<file path="config.mk">
export PLATFORM = sky130hd
export DESIGN_NAME = sfre_core
export DESIGN_NICKNAME = d
export VERILOG_FILES = /design/src/core/sfre_fifo.v /design/src/core/sfre_core.v
export VERILOG_INCLUDE_DIRS = /design/src /design/src/core
export SDC_FILE = /design/constraint.sdc
export NUM_CORES = 1
export LEC_CHECK = 0
export BUFFER_PORTS_ARGS = -buffer_cell sky130_fd_sc_hd__buf_2
export CORE_MARGIN = 3
export CORE_UTILIZATION = 55
export DETAILED_ROUTE_END_ITERATION = 6
export PLACE_DENSITY_LB_ADDON = 0.25
export REMOVE_ABC_BUFFERS = 1
export SETUP_SLACK_MARGIN = 0.1
export SLEW_MARGIN = 20
export SYNTH_ARGS = -nofsm -noshare
export SYNTH_HDL_FRONTEND = slang
export SYNTH_SLANG_ARGS = --single-unit
</file>
<file path="constraint.sdc">
create_clock -name ref_clk -period 3.5 [get_ports ref_clk]
set_input_delay 0.525 -clock ref_clk [delete_from_list [all_inputs] [get_ports ref_clk]]
set_output_delay 0.525 -clock ref_clk [all_outputs]
set_load 0.03 [all_outputs]
</file>
<file path="src/core/sfre_defs.vh">
// constants shared by the serial flash command logic
`ifndef SFRE_DEFS_VH
`define SFRE_DEFS_VH
`define SFRE_REF_CLK_MHZ 200
`define SFRE_ARRAY_AW 21
`define SFRE_HALF_BLOCK_OP 8'h52
`define SFRE_SR_WIP 0
`define SFRE_SR_WEL 1
`define SFRE_SR_BP_LO 2
`define SFRE_SR_BP_HI 5
`define SFRE_SR_STATUS_WRITE_DISABLE 7
`define SFRE_SR_RESET 8'h00
`define SFRE_SMALL_WIPE_TIME_US 30
`define SFRE_HALF_BLOCK_WIPE_TIME_US 150
`define SFRE_LARGE_BLOCK_WIPE_TIME_US 300
`define SFRE_SMALL_MASK 21'h1ff000
`define SFRE_HALF_MASK 21'h1f8000
`define SFRE_LARGE_MASK 21'h1f0000
`define SFRE_ADDR_BITS 5'd23
`define SFRE_DUMMY_BITS 5'd7
`define SFRE_FIFO_DEPTH 4
`endif

</file>
<file path="src/core/sfre_fifo.v">
// small first-in first-out buffer between array fetch and serial output
`timescale 1ns/100ps
module sfre_fifo #(
  parameter WIDTH = 8,
  parameter DEPTH = 4,
  parameter AW = 2
) (
  input wire ref_clk,
  input wire reset,
  input wire clear,
  input wire in_valid,
  output wire in_ready,
  input wire [WIDTH-1:0] in_data,
  output wire out_valid,
  input wire out_ready,
  output wire [WIDTH-1:0] out_data
);
  reg [WIDTH-1:0] mem_reg [0:DEPTH-1];
  reg [AW-1:0] wr_ptr_reg;
  reg [AW-1:0] rd_ptr_reg;
  reg [AW:0] count_reg;
  wire push;
  wire pop;

  assign in_ready = (count_reg != DEPTH[AW:0]);
  assign out_valid = (count_reg != {(AW+1){1'b0}});
  assign out_data = mem_reg[rd_ptr_reg];
  assign push = in_valid & in_ready;
  assign pop = out_valid & out_ready;

  always @(posedge ref_clk)
  begin
    if (push)
    begin
      mem_reg[wr_ptr_reg] <= in_data;
    end
  end

  always @(posedge ref_clk)
  begin
    if (reset || clear)
    begin
      wr_ptr_reg <= {AW{1'b0}};
      rd_ptr_reg <= {AW{1'b0}};
      count_reg <= {(AW+1){1'b0}};
    end
    else
    begin
      if (push)
      begin
        wr_ptr_reg <= wr_ptr_reg + 1'b1;
      end
      if (pop)
      begin
        rd_ptr_reg <= rd_ptr_reg + 1'b1;
      end
      if (push && !pop)
      begin
        count_reg <= count_reg + 1'b1;
      end
      else if (pop && !push)
      begin
        count_reg <= count_reg - 1'b1;
      end
    end
  end
endmodule

</file>
<file path="src/core/sfre_core.v">
// serial flash command decoder: protection, reads and self-timed erases
`timescale 1ns/100ps
`include "sfre_defs.vh"
module sfre_core #(
  parameter [7:0] OP_READ = 8'h03,
  parameter [7:0] OP_FAST_READ = 8'h0b,
  parameter [7:0] OP_DUAL_READ = 8'h3b,
  parameter [7:0] OP_SMALL_WIPE = 8'h20,
  parameter [7:0] OP_LARGE_WIPE = 8'hd8,
  parameter [7:0] OP_WRITE_ENABLE = 8'h06,
  parameter [7:0] OP_READ_STATUS = 8'h05,
  parameter [31:0] SMALL_WIPE_CYC = `SFRE_SMALL_WIPE_TIME_US * `SFRE_REF_CLK_MHZ,
  parameter [31:0] HALF_WIPE_CYC = `SFRE_HALF_BLOCK_WIPE_TIME_US * `SFRE_REF_CLK_MHZ,
  parameter [31:0] LARGE_WIPE_CYC = `SFRE_LARGE_BLOCK_WIPE_TIME_US * `SFRE_REF_CLK_MHZ
) (
  input wire ref_clk,
  input wire reset,
  input wire sclk,
  input wire cs_n,
  input wire wp_n,
  input wire sio0_in,
  output reg sio0_out,
  output reg sio0_oe,
  output reg so_out,
  output reg so_oe,
  output reg [`SFRE_ARRAY_AW-1:0] mem_rd_addr,
  input wire [7:0] mem_rd_data,
  output reg erase_req,
  output reg [`SFRE_ARRAY_AW-1:0] erase_base,
  output reg [1:0] erase_size,
  input wire sr_wr_req,
  input wire [7:0] sr_wr_data,
  output reg sr_wr_reject,
  output reg write_in_progress,
  output reg write_enable_latch,
  output reg [3:0] block_protect_bits,
  output reg status_write_disable,
  output reg hardware_protect_mode,
  output reg software_protect_mode
);
  localparam [2:0] ST_IDLE = 3'd0;
  localparam [2:0] ST_CMD = 3'd1;
  localparam [2:0] ST_ADDR = 3'd2;
  localparam [2:0] ST_DUMMY = 3'd3;
  localparam [2:0] ST_DATA = 3'd4;
  localparam [2:0] ST_TAIL = 3'd5;
  localparam [2:0] ST_IGNORE = 3'd6;

  localparam [2:0] K_READ = 3'd0;
  localparam [2:0] K_FAST = 3'd1;
  localparam [2:0] K_DUAL = 3'd2;
  localparam [2:0] K_STATUS = 3'd3;
  localparam [2:0] K_SMALL = 3'd4;
  localparam [2:0] K_HALF = 3'd5;
  localparam [2:0] K_LARGE = 3'd6;
  localparam [2:0] K_WRITE_ENABLE_CMD = 3'd7;
  localparam [7:0] SR_RESET_VAL = `SFRE_SR_RESET;

  reg [3:0] pin1_reg;
  reg [3:0] pin2_reg;
  reg sclk_d_reg;
  reg cs_d_reg;
  reg [2:0] state_reg;
  reg [2:0] kind_reg;
  reg [4:0] bit_cnt_reg;
  reg [7:0] cmd_sh_reg;
  reg [23:0] addr_reg;
  reg [7:0] out_sh_reg;
  reg [2:0] out_cnt_reg;
  reg fetch_on_reg;
  reg rd_pend_reg;
  reg [`SFRE_ARRAY_AW-1:0] fetch_addr_reg;
  reg [31:0] timer_reg;

  wire sclk_s = pin2_reg[0];
  wire cs_s = pin2_reg[1];
  wire si_s = pin2_reg[2];
  wire wp_s = pin2_reg[3];
  wire sclk_rise = sclk_s & ~sclk_d_reg;
  wire sclk_fall = ~sclk_s & sclk_d_reg;
  wire cs_rise = cs_s & ~cs_d_reg;
  wire hpm_now = status_write_disable & ~wp_s;
  wire [7:0] cmd_byte = {cmd_sh_reg[6:0], si_s};
  wire [7:0] status_byte;
  wire load_byte = sclk_fall && (state_reg == ST_DATA) && (out_cnt_reg == 3'd0);
  wire fifo_pop = load_byte && (kind_reg != K_STATUS);
  wire fifo_in_ready;
  wire fifo_out_valid;
  wire [7:0] fifo_out_data;
  wire [7:0] next_byte = (kind_reg == K_STATUS) ? status_byte : fifo_out_data;
  wire [`SFRE_ARRAY_AW-1:0] tgt = addr_reg[`SFRE_ARRAY_AW-1:0];

  assign status_byte = {status_write_disable, 1'b0, block_protect_bits,
                        write_enable_latch, write_in_progress};

  // top 2^(bp-1) 64K blocks are guarded; six or more covers the whole array
  function prot_hit;
    input [`SFRE_ARRAY_AW-1:0] a;
    input [3:0] bp;
    reg [5:0] blocks;
    begin
      blocks = 6'd0;
      if (bp != 4'd0)
      begin
        blocks = (bp >= 4'd6) ? 6'd32 : (6'd1 << (bp - 4'd1));
      end
      prot_hit = (bp != 4'd0) && ({1'b0, a[20:16]} >= (6'd32 - blocks));
    end
  endfunction

  function [`SFRE_ARRAY_AW-1:0] wipe_base;
    input [`SFRE_ARRAY_AW-1:0] a;
    input [2:0] k;
    begin
      case (k)
        K_SMALL: wipe_base = a & `SFRE_SMALL_MASK;
        K_HALF: wipe_base = a & `SFRE_HALF_MASK;
        default: wipe_base = a & `SFRE_LARGE_MASK;
      endcase
    end
  endfunction

  sfre_fifo #(
    .WIDTH(8),
    .DEPTH(`SFRE_FIFO_DEPTH),
    .AW(2)
  ) u_fifo (
    .ref_clk(ref_clk),
    .reset(reset),
    .clear(state_reg == ST_IDLE),
    .in_valid(rd_pend_reg),
    .in_ready(fifo_in_ready),
    .in_data(mem_rd_data),
    .out_valid(fifo_out_valid),
    .out_ready(fifo_pop),
    .out_data(fifo_out_data)
  );

  // all pins cross two flops before any decode looks at them
  always @(posedge ref_clk)
  begin
    if (reset)
    begin
      // idle pin levels, so no false clock edge follows reset
      pin1_reg <= 4'ha;
      pin2_reg <= 4'ha;
      sclk_d_reg <= 1'b0;
      cs_d_reg <= 1'b1;
    end
    else
    begin
      pin1_reg <= {wp_n, sio0_in, cs_n, sclk};
      pin2_reg <= pin1_reg;
      sclk_d_reg <= sclk_s;
      cs_d_reg <= cs_s;
    end
  end

  always @(posedge ref_clk)
  begin
    if (reset)
    begin
      state_reg <= ST_IDLE;
      kind_reg <= K_READ;
      bit_cnt_reg <= 5'd0;
      cmd_sh_reg <= 8'h00;
      addr_reg <= 24'h000000;
      out_sh_reg <= 8'h00;
      out_cnt_reg <= 3'd0;
      so_out <= 1'b0;
      so_oe <= 1'b0;
      sio0_out <= 1'b0;
      sio0_oe <= 1'b0;
      fetch_on_reg <= 1'b0;
      rd_pend_reg <= 1'b0;
      fetch_addr_reg <= {`SFRE_ARRAY_AW{1'b0}};
      mem_rd_addr <= {`SFRE_ARRAY_AW{1'b0}};
      erase_req <= 1'b0;
      erase_base <= {`SFRE_ARRAY_AW{1'b0}};
      erase_size <= 2'd0;
      timer_reg <= 32'd0;
      sr_wr_reject <= 1'b0;
      write_in_progress <= SR_RESET_VAL[`SFRE_SR_WIP];
      write_enable_latch <= SR_RESET_VAL[`SFRE_SR_WEL];
      block_protect_bits <= SR_RESET_VAL[`SFRE_SR_BP_HI:`SFRE_SR_BP_LO];
      status_write_disable <= SR_RESET_VAL[`SFRE_SR_STATUS_WRITE_DISABLE];
      hardware_protect_mode <= 1'b0;
      software_protect_mode <= 1'b1;
    end
    else
    begin
      erase_req <= 1'b0;
      // a status write that no branch below takes is refused, never lost
      sr_wr_reject <= sr_wr_req;
      hardware_protect_mode <= hpm_now;
      software_protect_mode <= ~hpm_now;
      if (cs_s)
      begin
        // select high ends any frame and releases the data lines
        state_reg <= ST_IDLE;
        so_oe <= 1'b0;
        sio0_oe <= 1'b0;
        fetch_on_reg <= 1'b0;
        rd_pend_reg <= 1'b0;
      end
      else if (state_reg == ST_IDLE)
      begin
        state_reg <= ST_CMD;
        bit_cnt_reg <= 5'd0;
      end
      else if (sclk_rise)
      begin
        case (state_reg)
          ST_CMD:
          begin
            cmd_sh_reg <= cmd_byte;
            bit_cnt_reg <= bit_cnt_reg + 5'd1;
            if (bit_cnt_reg == 5'd7)
            begin
              bit_cnt_reg <= 5'd0;
              state_reg <= ST_IGNORE;
              if (cmd_byte == OP_READ && !write_in_progress)
              begin
                kind_reg <= K_READ;
                state_reg <= ST_ADDR;
              end
              else if (cmd_byte == OP_FAST_READ && !write_in_progress)
              begin
                kind_reg <= K_FAST;
                state_reg <= ST_ADDR;
              end
              else if (cmd_byte == OP_DUAL_READ && !write_in_progress)
              begin
                kind_reg <= K_DUAL;
                state_reg <= ST_ADDR;
              end
              else if (cmd_byte == OP_READ_STATUS)
              begin
                kind_reg <= K_STATUS;
                state_reg <= ST_DATA;
                out_cnt_reg <= 3'd0;
              end
              else if (cmd_byte == OP_WRITE_ENABLE && !write_in_progress)
              begin
                kind_reg <= K_WRITE_ENABLE_CMD;
                state_reg <= ST_TAIL;
              end
              else if (write_enable_latch && !write_in_progress)
              begin
                state_reg <= ST_ADDR;
                if (cmd_byte == OP_SMALL_WIPE)
                begin
                  kind_reg <= K_SMALL;
                end
                else if (cmd_byte == `SFRE_HALF_BLOCK_OP)
                begin
                  kind_reg <= K_HALF;
                end
                else if (cmd_byte == OP_LARGE_WIPE)
                begin
                  kind_reg <= K_LARGE;
                end
                else
                begin
                  state_reg <= ST_IGNORE;
                end
              end
            end
          end
          ST_ADDR:
          begin
            addr_reg <= {addr_reg[22:0], si_s};
            bit_cnt_reg <= bit_cnt_reg + 5'd1;
            if (bit_cnt_reg == `SFRE_ADDR_BITS)
            begin
              bit_cnt_reg <= 5'd0;
              out_cnt_reg <= 3'd0;
              if (kind_reg >= K_SMALL)
              begin
                state_reg <= ST_TAIL;
              end
              else
              begin
                // prefetch starts now so the dummy phase of fast and dual reads hides array latency; plain reads go straight to data
                fetch_on_reg <= 1'b1;
                fetch_addr_reg <= {addr_reg[`SFRE_ARRAY_AW-2:0], si_s};
                state_reg <= (kind_reg == K_READ) ? ST_DATA : ST_DUMMY;
              end
            end
          end
          ST_DUMMY:
          begin
            bit_cnt_reg <= bit_cnt_reg + 5'd1;
            if (bit_cnt_reg == `SFRE_DUMMY_BITS)
            begin
              state_reg <= ST_DATA;
            end
          end
          ST_TAIL:
          begin
            state_reg <= ST_IGNORE;
          end
          default:
          begin
            state_reg <= state_reg;
          end
        endcase
      end
      else if (load_byte)
      begin
        so_oe <= 1'b1;
        sio0_oe <= (kind_reg == K_DUAL);
        so_out <= next_byte[7];
        sio0_out <= next_byte[6];
        if (kind_reg == K_DUAL)
        begin
          out_sh_reg <= {next_byte[5:0], 2'b00};
          out_cnt_reg <= 3'd3;
        end
        else
        begin
          out_sh_reg <= {next_byte[6:0], 1'b0};
          out_cnt_reg <= 3'd7;
        end
      end
      else if (sclk_fall && state_reg == ST_DATA)
      begin
        so_out <= out_sh_reg[7];
        sio0_out <= out_sh_reg[6];
        out_cnt_reg <= out_cnt_reg - 3'd1;
        out_sh_reg <= (kind_reg == K_DUAL) ? {out_sh_reg[5:0], 2'b00}
                                           : {out_sh_reg[6:0], 1'b0};
      end

      // one read outstanding at a time, so the slot seen free stays free
      if (!cs_s)
      begin
        rd_pend_reg <= 1'b0;
        if (fetch_on_reg && !rd_pend_reg && fifo_in_ready)
        begin
          mem_rd_addr <= fetch_addr_reg;
          fetch_addr_reg <= fetch_addr_reg + 1'b1;
          rd_pend_reg <= 1'b1;
        end
      end

      if (cs_rise && state_reg == ST_TAIL && kind_reg == K_WRITE_ENABLE_CMD)
      begin
        write_enable_latch <= 1'b1;
      end
      else if (cs_rise && state_reg == ST_TAIL && bit_cnt_reg == 5'd0)
      begin
        if (prot_hit(tgt, block_protect_bits))
        begin
          write_enable_latch <= 1'b0;
        end
        else
        begin
          erase_req <= 1'b1;
          erase_base <= wipe_base(tgt, kind_reg);
          erase_size <= kind_reg[1:0];
          write_in_progress <= 1'b1;
          case (kind_reg)
            K_SMALL: timer_reg <= SMALL_WIPE_CYC - 32'd1;
            K_HALF: timer_reg <= HALF_WIPE_CYC - 32'd1;
            default: timer_reg <= LARGE_WIPE_CYC - 32'd1;
          endcase
        end
      end
      else if (write_in_progress)
      begin
        timer_reg <= timer_reg - 32'd1;
        if (timer_reg == 32'd0)
        begin
          write_in_progress <= 1'b0;
          write_enable_latch <= 1'b0;
        end
      end
      else if (sr_wr_req)
      begin
        if (write_enable_latch && !hpm_now)
        begin
          status_write_disable <= sr_wr_data[`SFRE_SR_STATUS_WRITE_DISABLE];
          block_protect_bits <= sr_wr_data[`SFRE_SR_BP_HI:`SFRE_SR_BP_LO];
          write_enable_latch <= 1'b0;
          sr_wr_reject <= 1'b0;
        end
        else
        begin
          sr_wr_reject <= 1'b1;
        end
      end
    end
  end
endmodule

</file>
* Word level (Yosys, flattened, before mapping) *
Memory sizes are Yosys's and may differ from the RTL's. A register that Yosys moved wholly into a read port is not among the register bits.
Cells that the tools add are included.

storage, ports and cells
  register bits after elaboration = 181
  RAM bits = 32
  bits of input ports = 23
  output and inout port bits = 59
  logic and storage cells = 260
  memories kept = 1

memory list
  memory          words  bits a word  read ports  clocked after memory_dff  wr ports  RTL line        RTL
  u_fifo.mem_reg  4      8            1           1                         1         sfre_fifo.v:18  reg [WIDTH-1:0] mem_reg [0:DEPTH-1];

cells by class
  $add $sub $neg = 10
  $lt $le $gt $ge = 3
  eq/ne operators = 38
  shifts and indexed selects = 1
  mux-type cells = 93
  bitwise logic cells = 19
  reductions and logical operators = 61

operators with widths
  operator                                                                 count
  21-bit two-way mux                                                       8
  3-bit two-way mux                                                        35
  32-bit two-way mux                                                       3
  16-bit case mux with 2 select lines                                      2
  8-bit two-way mux                                                        5
  32-bit logical NOT                                                       1
  32-bit by 1-bit subtractor with 32-bit output, second input constant     1
  6-bit two-way mux                                                        5
  1-bit two-way mux                                                        26
  21-bit by 1-bit adder with 21-bit output, second input constant          1
  3-bit inequality test, second input constant                             7
  5-bit two-way mux                                                        4
  5-bit AND reduction                                                      4
  4-bit nonzero test                                                       5
  1-bit logical AND                                                        17
  8-bit by 3-bit equality test with 1-bit output, second input constant    2
  8-bit by 6-bit equality test with 1-bit output, second input constant    2
  4-bit AND reduction                                                      4
  3-bit equality test, second input constant                               5
  3-bit by 2-bit inequality test with 1-bit output, second input constant  5
  5-bit case mux with 3 select lines                                       1
  1-bit inverter                                                           13
  3-bit by 2-bit equality test with 1-bit output, second input constant    4
  3-bit case mux with 4 select lines                                       1
  other kinds (38)                                                         64

* Depth between registers and ports, before layout *
Gate-level depths: netlist (run 1).

  word-level depth = 14
  depth in mapped cells = 13

* Cells and area by module *
A second synthesis (run 1) with hierarchy kept.

unflattened totals
  cell total of the unflattened synthesis = 1080
  area, all modules = 9585.4 um^2

modules (own cells, without submodules)
  module     instances  cells each  area an instance (um^2)
  sfre_core  1          989         7952.6
  sfre_fifo  1          91          1632.8

* Worst setup path after synthesis (run 1) *
Ideal clock, no wire load.

  kind = reg2reg
  start = register block_protect_bits[0]
  end = register timer_reg[27]
  library setup time = 0.087 ns
  arrival = 3.008 ns
  data required time = 3.413 ns
  setup slack = 0.405 ns
  stages on the path, launching flop included = 13
  buffers on the path = 2
  clock period less this slack = 3.095 ns
  cells stage by stage = dfxtp_1 -> nand2b_1 -> or3_1 -> ha_1 -> xor2_1 -> ha_1 -> o211ai_1 -> o21ai_0 -> a211o_1 -> buf_2 -> buf_1 -> o2111ai_1 -> o31ai_1

between the ends
  word-level cells in the longest chain between the ends = 12
  elaborated cells on any way between the ends = 14
  classes of those cells = add/sub (2); order compare (2); eq/ne (1); shift (1); mux (5); reduce/logical (3)

ends and longest elaborated chain
  item                                                          RTL line         RTL
  start, declared                                               sfre_core.v:36   output reg [3:0] block_protect_bits,
  start signal, assigned                                        sfre_core.v:185  block_protect_bits <= SR_RESET_VAL[`SFRE_SR_BP_HI:`SFRE_SR_BP_LO];
  start signal, assigned                                        sfre_core.v:384  block_protect_bits <= sr_wr_data[`SFRE_SR_BP_HI:`SFRE_SR_BP_LO];
  4-bit by 1-bit subtractor with 4-bit output                   sfre_core.v:105  blocks = (bp >= 4'd6) ? 6'd32 : (6'd1 << (bp - 4'd1));
  1-bit by 4-bit left shift with 6-bit output                   sfre_core.v:105
  6-bit two-way mux                                             sfre_core.v:105
  6-bit two-way mux                                             sfre_core.v:103  if (bp != 4'd0)
  6-bit two-way mux                                             sfre_core.v:351  else if (cs_rise && state_reg == ST_TAIL && bit_cnt_reg == 5'd0)
  6-bit two-way mux                                             sfre_core.v:347  if (cs_rise && state_reg == ST_TAIL && kind_reg == K_WRITE_ENABLE_CMD)
  6-bit two-way mux                                             sfre_core.v:161  if (reset)
  6-bit subtractor                                              sfre_core.v:107  prot_hit = (bp != 4'd0) && ({1'b0, a[20:16]} >= (6'd32 - blocks));
  5-bit by 6-bit greater-or-equal comparator with 1-bit output  sfre_core.v:107
  1-bit logical AND *                                           sfre_core.v:107
  2-bit inequality test (no line) *                             -
  3-bit AND reduction (no line) *                               -
  end signal, assigned                                          sfre_core.v:364  K_SMALL: timer_reg <= SMALL_WIPE_CYC - 32'd1;
  end signal, assigned                                          sfre_core.v:365  K_HALF: timer_reg <= HALF_WIPE_CYC - 32'd1;
  end signal, assigned                                          sfre_core.v:366  default: timer_reg <= LARGE_WIPE_CYC - 32'd1;
  end, declared                                                 sfre_core.v:73   reg [31:0] timer_reg;

Every way passes the cells marked *; elsewhere a longest branch is shown, timed or not. The select of a mux whose other input is x is not followed.
A chain may end at the register's enable or synchronous reset.

* Final worst setup path (run 1) *
  start = register block_protect_bits[2]
  end = register timer_reg[25]

The elaborated chain is that of the path after synthesis.

==> flow_summary.toml, run 1 <==
[final_layout]
num_antenna_cells = 0
drive_above_1_share_pct = 14.8
finalNonFillerCells = 1370
nets = 1172
areaGrowthSynthToFinish_pct = 12.0

[synthesis]
synth_top_area_share_pct = 34.9
synth_top_area_cell = "dfxtp_1"
netlist_top_cells_count = "170 x dfxtp_1, 149 x nand2_1, 118 x a21oi_1, 75 x nor2_1, 51 x clkbuf_1"
synth_edf_count = 32
ys_ff_latch = 202
yosysMostFrequentCell = "dfxtp_1"
postSynthAreaPerCell_um2 = 8.90
ys_seq_area_share_pct = 44.8
synth_cells = 1095
synth.distinct_cells = 82
syn_area_um2 = 9740
synth_async_sr_flop_share_pct = 0
yosysWarningCount = 0
synth_area_leaders = "dfxtp_1 35%, edfxtp_1 9.9%, a21oi_1 6.1%, nand2_1 5.7%, mux2i_1 3.8%"
synth_flop_cell = "dfxtp_1"

[timing]
fin_hold_ws_ns = 0.213
period_minus_slack_ns = 3.09
rsz0062_at_grt = "no"
fin_worst_skew_ns = 0.0158
tns_ns = 0
drv_slew = 0
tightestPinTransition_ns = 0.852
slew_headroom_pct = 42.9
finalHoldViolations = 0
setup_viol = 0
fin_crit_sh_pct = 88.3
fmax_mhz = 324

[clock_tree]
htreeDepth = 1
cts.sinks = 202
clock_latency_ns = 0.50
cts_tree = "built"
clk_pin_slew_ns = 0.06
ctsHoldBuffers = 0
root_buffer = "clkbuf_16"
cts_made_buffers = 22
ctsLongestPathBuffers = 3

[worst_setup_path]
slowest_delay_ns = 0.43
r2r-end = "timer_reg[25]$_SDFFE_PP0P_"
path_cells = "or3_1 > ha_1 > o41ai_1 > ha_1 > nor2_1 > a21oi_1 > a211o_1 > buf_12 > a2111oi_2 > mux2i_1"
end_kind = "flop"
cp_data_required_time_ns = 3.92
r2r_start = "block_protect_bits[2]$_SDFFE_PP0P_"
worst_path_max_delay_cell = "or3_1"
crit_top_cell = "ha_1"
path_class = "flop to flop"
critPathCapture = "timer_reg[25]$_SDFFE_PP0P_"
critPathMaxFanout = 50
cp.arrival_ns = 3.51
start_kind = "flop"
r2r_slack_ns = 0.41
cp-startpoint = "block_protect_bits[2]$_SDFFE_PP0P_"
cp_top_family = "compound AO/OA/AOI/OAI gates"
cp.depth = 10
cp.buffers_inverters = 1
r2r_cells = 10

[power_and_ir_drop]
power_density_nw_per_um2 = 437
p_total_w = 0.00477
ir_drop_uv = 393
power_leakage_nw = 4.25

[global_routing]
first_global_vias = 7650
gr-total-overflow = 0
grt_antenna_before_repair = 0
grt_pass1_wl_mm = 37.8
grt_usage_pct = 22.6
grt_max_degree = 105

[routing]
met1_length_mm = 10.3
wl_per_cell_um = 16.4
drtPass1Iterations = 5
totalWireLength_mm = 22.5
top_layer = "met4"
vias = 8135
drtAntennaViolNets = 0
wl_met2_mm = 10.5
wl_met3_mm = 1.08
drtIter0Drc = 608
route.detailed.drc = 0
vias_per_cell = 5.94

[placement]
place_congestion = 0.851
dpl.hpwl_mm = 14.8
dp_cells = 1332
io_buffers = 66

[die]
dieArea_um2 = 19300
placementRows = 48
initial_core_util_pct = 56.3
core_region_area_um2 = 17300
fp.dieW_um = 139
io_pins = 82
dieHeight_um = 139

[run]
drv_cap = 0

[outcome]
status = "completed"

[hold_path]
hold_path.class = "input port to flop"
## stage by stage
step	cell area [um2]	worst slack [ns]	util, %
4_1_cts	10900	0.344	63.1
2_1_floorplan	9390	-0.0840	-
6_report	10900	0.409	63.1
3_5_place_dp	10200	0.367	58.9
5_1_grt	10900	0.134	63.1
3_3_place_gp	10200	0.455	58.9
## cell usage in the layout, fill, tap and decap left out, drive strengths merged, types with 10 or more instances in the layout
| cell | instances |
|---|---|
| conb | 12 |
| nor4 | 10 |
| dfxtp | 170 |
| mux2i | 37 |
| or3 | 35 |
| nand2 | 150 |
| nand2b | 13 |
| nand4 | 18 |
| nor3 | 24 |
| clkbuf | 30 |
| a211oi | 18 |
| or4 | 12 |
| a21oi | 118 |
| inv | 26 |
| or2 | 13 |
| o31ai | 12 |
| buf | 87 |
| ha | 17 |
| edfxtp | 32 |
| o21ai | 37 |
| and3 | 12 |
| nor2 | 76 |
| nand3 | 33 |
| nor2b | 11 |
## routing by layer
metal / up-vias / track usage, %
met3: 46 / 3.03
met4: 0 / 7.05
met1: 3845 / 31.2
li1: 4039 / -
met2: 205 / 37.3
met5: - / 0
## final cells by class
class                           instances  area [um2]
Fill cell                            1477        6390
Multi-Input combinational cell        792        4930
Tap cell                              225         282
Clock inverter                          8        92.6
Clock buffer                           30         632
Sequential cell                       202        4360
Inverter                               26        97.6
Timing Repair Buffer                   87         515
## power by group
part / total (W) / switching [W] / internal, W
clock: 0.00231 / 0.000902 / 0.00141
sequential: 0.00237 / 0.00000598 / 0.00236
combinational: 0.0000938 / 0.0000686 / 0.0000252
total: 0.00477 / 0.000976 / 0.00379
## cell families after synthesis
group | share of synthesized area, %
XOR/XNOR | 0.899
AND/OR/NAND/NOR | 23.8
flip-flops | 44.8
buffers and inverters | 5.09
adder cells (fa/ha/maj) | 2.39
AO/OA/AOI/OAI | 17.2
other | 0.0385
multiplexers | 5.77
## what timing repair did
| item | 4_1_cts | 5_1_grt |
|---|---|---|
| hold endpoints to repair | 0 | 0 |
| gates resized for setup | 0 | 1 |
| setup endpoints to repair | 0 | 3 |
| buffers inserted | 0 | 0 |
## worst min-delay path by stage
stage                                 from                      to  slack (ns)  cells after the start
floorplan           pin1_reg[1]$_SDFF_PP1_  pin2_reg[1]$_SDFF_PP1_        0.39                      1
global placement    pin1_reg[1]$_SDFF_PP1_  pin2_reg[1]$_SDFF_PP1_        0.39                      1
detailed placement  pin1_reg[1]$_SDFF_PP1_  pin2_reg[1]$_SDFF_PP1_        0.41                      1
CTS                                   cs_n  pin1_reg[1]$_SDFF_PP1_        0.20                      2
global route                          wp_n  pin1_reg[3]$_SDFF_PP1_        0.21                      2
finish                                cs_n  pin1_reg[1]$_SDFF_PP1_        0.21                      2
Note: power is estimated with default switching activity, not from simulation.
==> run 2: changes to the inputs <==
--- a/config.mk
+++ b/config.mk
@@ -6,11 +6,12 @@
 export SDC_FILE = /design/constraint.sdc
 export NUM_CORES = 1
 export LEC_CHECK = 0
+export ABC_AREA = 1
 export BUFFER_PORTS_ARGS = -buffer_cell sky130_fd_sc_hd__buf_2
 export CORE_MARGIN = 3
 export CORE_UTILIZATION = 55
 export DETAILED_ROUTE_END_ITERATION = 6
-export PLACE_DENSITY_LB_ADDON = 0.25
+export PLACE_DENSITY = 0.73
 export REMOVE_ABC_BUFFERS = 1
 export SETUP_SLACK_MARGIN = 0.1
 export SLEW_MARGIN = 20
==> run 2 against run 1 <==
  * Wire length grew 7.8%
  * Sequential power barely moved
  * First-iteration DRC count increased by 6.9%
  * Synthesized cell count grew 32%
  * Synthesized area is 4.2% higher
  * Largest cell class unchanged
==> flow_summary.toml, run 2 <==
[die]
fp.dieW_um = 142
io_pins = 82
dieHeight_um = 142
initial_core_util_pct = 56.3
placementRows = 49
core_region_area_um2 = 18000
dieArea_um2 = 20100

[synthesis]
synth_edf_count = 32
synth.distinct_cells = 42
ys_seq_area_share_pct = 43.0
ys_ff_latch = 202
synth_top_area_share_pct = 33.5
synth_async_sr_flop_share_pct = 0
yosysMostFrequentCell = "nand2_1"
postSynthAreaPerCell_um2 = 7.00
synth_top_area_cell = "dfxtp_1"
yosysWarningCount = 0
netlist_top_cells_count = "316 x nand2_1, 243 x nor2_1, 170 x dfxtp_1, 159 x inv_1, 113 x o21ai_0"
synth_cells = 1450
synth_flop_cell = "dfxtp_1"
synth_area_leaders = "dfxtp_1 34%, nand2_1 12%, edfxtp_1 9.5%, nor2_1 9.0%, inv_1 5.9%"
syn_area_um2 = 10200

[global_routing]
grt_antenna_before_repair = 0
grt_usage_pct = 24.0
grt_max_degree = 61
gr-total-overflow = 0
grt_pass1_wl_mm = 40.5
first_global_vias = 8435

[routing]
vias_per_cell = 5.31
route.detailed.drc = 0
drtPass1Iterations = 5
totalWireLength_mm = 24.2
wl_per_cell_um = 13.8
drtAntennaViolNets = 0
vias = 9293
drtIter0Drc = 650

[clock_tree]
cts_setup_buffers = 0
cts_tree = "built"
cts_made_buffers = 22
cts.sinks = 202
ctsLongestPathBuffers = 3
clock_latency_ns = 0.51
clk_pin_slew_ns = 0.06
ctsHoldBuffers = 0
root_buffer = "clkbuf_16"
cts-resized-gates = 0
htreeDepth = 1

[final_layout]
final_util_pct = 63.5
nets = 1545
layout_commonest_cell = "nand2_1"
areaGrowthSynthToFinish_pct = 12.7
num_antenna_cells = 0
final_cell_mix = "316 x nand2_1, 243 x nor2_1, 170 x dfxtp_1"
drive_above_1_share_pct = 9.93

[power_and_ir_drop]
ir_drop_uv = 506
power_leakage_nw = 5.28
power_density_nw_per_um2 = 439

[timing]
fin_worst_skew_ns = 0.0101
drv_slew = 0
tns_ns = 0
period_minus_slack_ns = 2.71
rsz0062_at_grt = "no"
fin_ws_ns = 0.794
slew_headroom_pct = 47.1
fmax_mhz = 370
finalHoldViolations = 0
setup_viol = 0
tightestPinTransition_ns = 0.791
fin_crit_sh_pct = 77.3
fin_hold_ws_ns = 0.204

[worst_setup_path]
critPathMaxFanout = 20
slowest_delay_ns = 0.49
cp.arrival_ns = 3.09
worst_path_max_delay_cell = "dfxtp_1"
cp_data_required_time_ns = 3.88
path_class = "flop to flop"
end_kind = "flop"
path_cells = "inv_1 > nand3_1 > ha_1 > nand2_1 > a22oi_1 > ha_1 > nand3_1 > nand2_2 > nor2_4 > nand4_4 > nand2_1 > buf_4 > nand2_1 > nand2_1 > nor2_1"
start_kind = "flop"
crit_top_cell = "nand2_1"

[placement]
post-place-ws_ns = 0.794
dpl.hpwl_mm = 17.2
place_congestion = 0.917
io_buffers = 66

[hold_path]
hold_path.class = "input port to flop"

[run]
drv_cap = 0

[outcome]
status = "completed"
-- run 2: cell count changes after synthesis, moves of 36 or more --
cell / before / now
nor2_1: 75 / 243
nand2_1: 149 / 316
inv_1: 26 / 159
o21ai_0: 36 / 113
nand3_1: 33 / 92
mux2i_1: 37 / 1
-- run 2: area by class of cell --
cell class              count  area (um2)
fillers                  1673        6590
multi-input cells        1031        4900
flip-flops and latches    202        4360
clock buffers              29         648
inverters                 170         638
repair buffers             77         425
well taps                 229         287
clock inverters            11         173
-- run 2: worst max-delay path: cells and delay by family, from the launching register on --
| kind | cells | cell delay (ns) |
|---|---|---|
| and+or+nand+nor | 10 | 1.08 |
| DFF | 1 | 0.49 |
| adders and majority gates | 2 | 0.49 |
| buffers and inverters | 2 | 0.36 |
| AOI/OAI and AO/OA | 1 | 0.16 |
-- run 2: layer usage --
layer | part of all wire [%] | global-route usage, % | vias to the layer above
li1 | - | - | 4807
met1 | 47 | 33.5 | 4200
met2 | 45 | 39.0 | 242
met3 | 5.9 | 3.77 | 44
met4 | 2.2 | 6.31 | 0
met5 | 0 | 0 | -
-- run 2: final timing paths --
check,slack (ns),cells after the start,start,to
worst max-delay path,0.79,15,block_protect_bits[1]$_SDFFE_PP0P_,timer_reg[5]$_SDFFE_PP0P_
worst min-delay path,0.20,2,wp_n,pin1_reg[3]$_SDFF_PP1_
worst max register to register,0.79,15,block_protect_bits[1]$_SDFFE_PP0P_,timer_reg[5]$_SDFFE_PP0P_
worst min register to register,0.40,2,pin1_reg[0]$_SDFF_PP0_,pin2_reg[0]$_SDFF_PP0_
-- run 2: logic make-up after synthesis --
kind of cell / count (synthesis) / share of synthesized area, %
other cells: 1 / 0.0369
fa+ha+maj: 18 / 2.29
mux: 1 / 0.0986
simple gates: 713 / 29.4
flops: 202 / 43.0
compound gates: 270 / 14.6
buf+inv: 228 / 9.10
xor+xnor: 17 / 1.47
-- run 2: metrics by stage --
stage          instances  power (W)  area, um2
6_report            1749    0.00502      11400
5_1_grt             1749    0.00518      11400
4_1_cts             1749    0.00507      11400
3_5_place_dp        1709    0.00251      10600
3_3_place_gp        1709    0.00251      10600
2_1_floorplan       1403    0.00247       9910
-- run 2: report_power, final --
part | total, W | leakage, nW | internal (W) | switching, W
combinational | 0.0000982 | 3.22 | 0.0000246 | 0.0000735
sequential | 0.00237 | 1.66 | 0.00236 | 0.00000392
clock | 0.00255 | 0.402 | 0.00161 | 0.000946
total | 0.00502 | 5.28 | 0.00399 | 0.00102
==> run 3: changes to the inputs <==
--- a/config.mk
+++ b/config.mk
@@ -9,9 +9,9 @@
 export ABC_AREA = 1
 export BUFFER_PORTS_ARGS = -buffer_cell sky130_fd_sc_hd__buf_2
 export CORE_MARGIN = 3
-export CORE_UTILIZATION = 55
+export CORE_UTILIZATION = 54
 export DETAILED_ROUTE_END_ITERATION = 6
-export PLACE_DENSITY = 0.73
+export PLACE_DENSITY = 0.75
 export REMOVE_ABC_BUFFERS = 1
 export SETUP_SLACK_MARGIN = 0.1
 export SLEW_MARGIN = 20
==> constraint.sdc (replaced) <==
create_clock -name ref_clk -period 2.2 [get_ports ref_clk]
set_input_delay 0.33 -clock ref_clk [delete_from_list [all_inputs] [get_ports ref_clk]]
set_output_delay 0.33 -clock ref_clk [all_outputs]
set_load 0.03 [all_outputs]
==> run 3 against run 2 <==
  * The run now ends with setup timing left
  * Final area up 6.2%
  * Power up 49%
  * Worst setup slack worse by 1.0 ns
  * Critical endpoint is now timer_reg[12]$_SDFFE_PP0P_
  * Largest cell class unchanged
  * Largest power group is now sequential cells
==> flow_summary.toml, run 3 (synthesis gave the netlist of run 2 again) <==
[timing]
finalHoldViolations = 0
tns_ns = -7.84
drv_slew = 0
slew_headroom_pct = 62.8
fin_ws_ns = -0.233
fmax_mhz = 411
setup_viol = 45
tightestPinTransition_ns = 0.557
period_minus_slack_ns = 2.43
rsz0062_at_grt = "yes"
fin_worst_skew_ns = 0.00893
fin_crit_sh_pct = 111

[worst_setup_path]
critPathMaxFanout = 8
path_cells = "nor2_4 > nand3_2 > ha_4 > xnor2_2 > ha_1 > nand2_1 > inv_1 > nand3_2 > nor2_4 > nor2_4 > nand4_4 > buf_12 > nand2_8 > buf_12 > nand2_1 > nand2_1 > nor2_1"
r2r_slack_ns = -0.23
cp_data_required_time_ns = 2.57
end_kind = "flop"
cp.arrival_ns = 2.81
start_kind = "flop"
worst_path_max_delay_cell = "dfxtp_2"
path_class = "flop to flop"
slowest_delay_ns = 0.34

[final_layout]
final_area_um2 = 12100
num_antenna_cells = 0
finalNonFillerCells = 1809
layout_commonest_cell = "nand2_1"
drive_above_1_share_pct = 15.8
nets = 1607
final_cell_mix = "312 x nand2_1, 235 x nor2_1, 164 x dfxtp_1"
areaGrowthSynthToFinish_pct = 19.7

[routing]
vias_per_cell = 5.37
vias = 9716
met1_length_mm = 11.9
drtIter0Drc = 723
route.detailed.drc = 0
wl_met3_mm = 1.50
wl_met2_mm = 11.8
wl_per_cell_um = 14.4
top_layer = "met4"
drtAntennaViolNets = 0
drtPass1Iterations = 5
totalWireLength_mm = 26.0

[power_and_ir_drop]
seqPwrFrac_pct = 50.3
combPwrFrac_pct = 2.2
clkPwrFrac_pct = 47.5
power.switching_w = 0.00159
internal_power_w = 0.00591
power_density_nw_per_um2 = 617
ir_drop_uv = 584
switching_share_pct = 21.2
power_leakage_nw = 5.62

[die]
dieHeight_um = 143
fp.dieW_um = 143
placementRows = 49
dieArea_um2 = 20500
io_pins = 82
initial_core_util_pct = 55.7
core_region_area_um2 = 18200

[clock_tree]
ctsLongestPathBuffers = 3
root_buffer = "clkbuf_16"
clk_pin_slew_ns = 0.06
cts_tree = "built"
clock_latency_ns = 0.51
htreeDepth = 1
cts.sinks = 202
cts_made_buffers = 22

[run]
drv_cap = 0

[placement]
dp_cells = 1755
place_congestion = 0.941
dpl_cell_area_um2 = 11000
dpl.hpwl_mm = 18.2
io_buffers = 66

[outcome]
violations = "setup timing"
status = "finished, violations left"

[global_routing]
grt_usage_pct = 25.3
gr-total-overflow = 0
grt_antenna_before_repair = 0
grt_pass1_wl_mm = 43.2
first_global_vias = 8951
grt_max_degree = 34

[hold_path]
hold_path.class = "input port to flop"
## run 3: layout make-up
class                   count  area [um2]
clock buffers              35         641
clock inverters             3        43.8
fillers                  1575        6060
inverters                 170         641
multi-input cells        1031        5130
flip-flops and latches    202        4370
well taps                 229         287
repair buffers            139        1030
## run 3: what timing repair did
action	in CTS	in global routing
gates cloned	3	0
endpoints found under the setup margin	48	53
gates resized for setup	42	30
hold endpoints to repair	2	0
setup buffers	4	7
hold buffers	2	0
pin swaps	5	11
## run 3: power groups by stage
| stage | Sequential [W] | Combinational [W] | Clock, W |
|---|---|---|---|
| detailed placement | 0.00385 | 0.000159 | 0 |
| floorplan | 0.00385 | 0.0000821 | 0 |
| global route | 0.00376 | 0.000185 | 0.00377 |
| finish | 0.00377 | 0.000167 | 0.00356 |
| CTS | 0.00376 | 0.000162 | 0.00361 |
| global placement | 0.00385 | 0.000157 | 0 |
## run 3: worst paths after layout
path,cells past startpoint,start,to
max,17,block_protect_bits[3]$_SDFFE_PP0P_,timer_reg[12]$_SDFFE_PP0P_
min,3,sclk,pin1_reg[0]$_SDFF_PP0_
max reg2reg,17,block_protect_bits[3]$_SDFFE_PP0P_,timer_reg[12]$_SDFFE_PP0P_
min reg2reg,2,pin1_reg[0]$_SDFF_PP0_,pin2_reg[0]$_SDFF_PP0_
## run 3: per-stage QoR
stage / utilization [%] / total power [W] / setup WS (ns) / hold WS [ns]
2_1_floorplan: - / 0.00393 / -0.629 / 0.388
3_3_place_gp: 60.3 / 0.00400 / -0.144 / 0.391
3_5_place_dp: 60.3 / 0.00400 / -0.233 / 0.392
4_1_cts: 65.9 / 0.00754 / -0.148 / 0.0216
5_1_grt: 66.7 / 0.00772 / -0.366 / 0.0356
6_report: 66.7 / 0.00749 / -0.233 / 0.0283
## run 3: worst max-delay path, delay by kind of cell, from the launching register on
family        cells  cell delay, ns
xor+xnor          1            0.12
fa+ha+maj         2            0.46
buf+inv           3            0.39
flops             1            0.34
simple gates     11            0.99
## run 3: layer usage
| metal | GRT usage, % | up-vias |
|---|---|---|
| li1 | - | 4919 |
| met1 | 34.7 | 4446 |
| met2 | 42.1 | 293 |
| met3 | 3.42 | 58 |
| met4 | 6.70 | 0 |
| met5 | 0 | - |
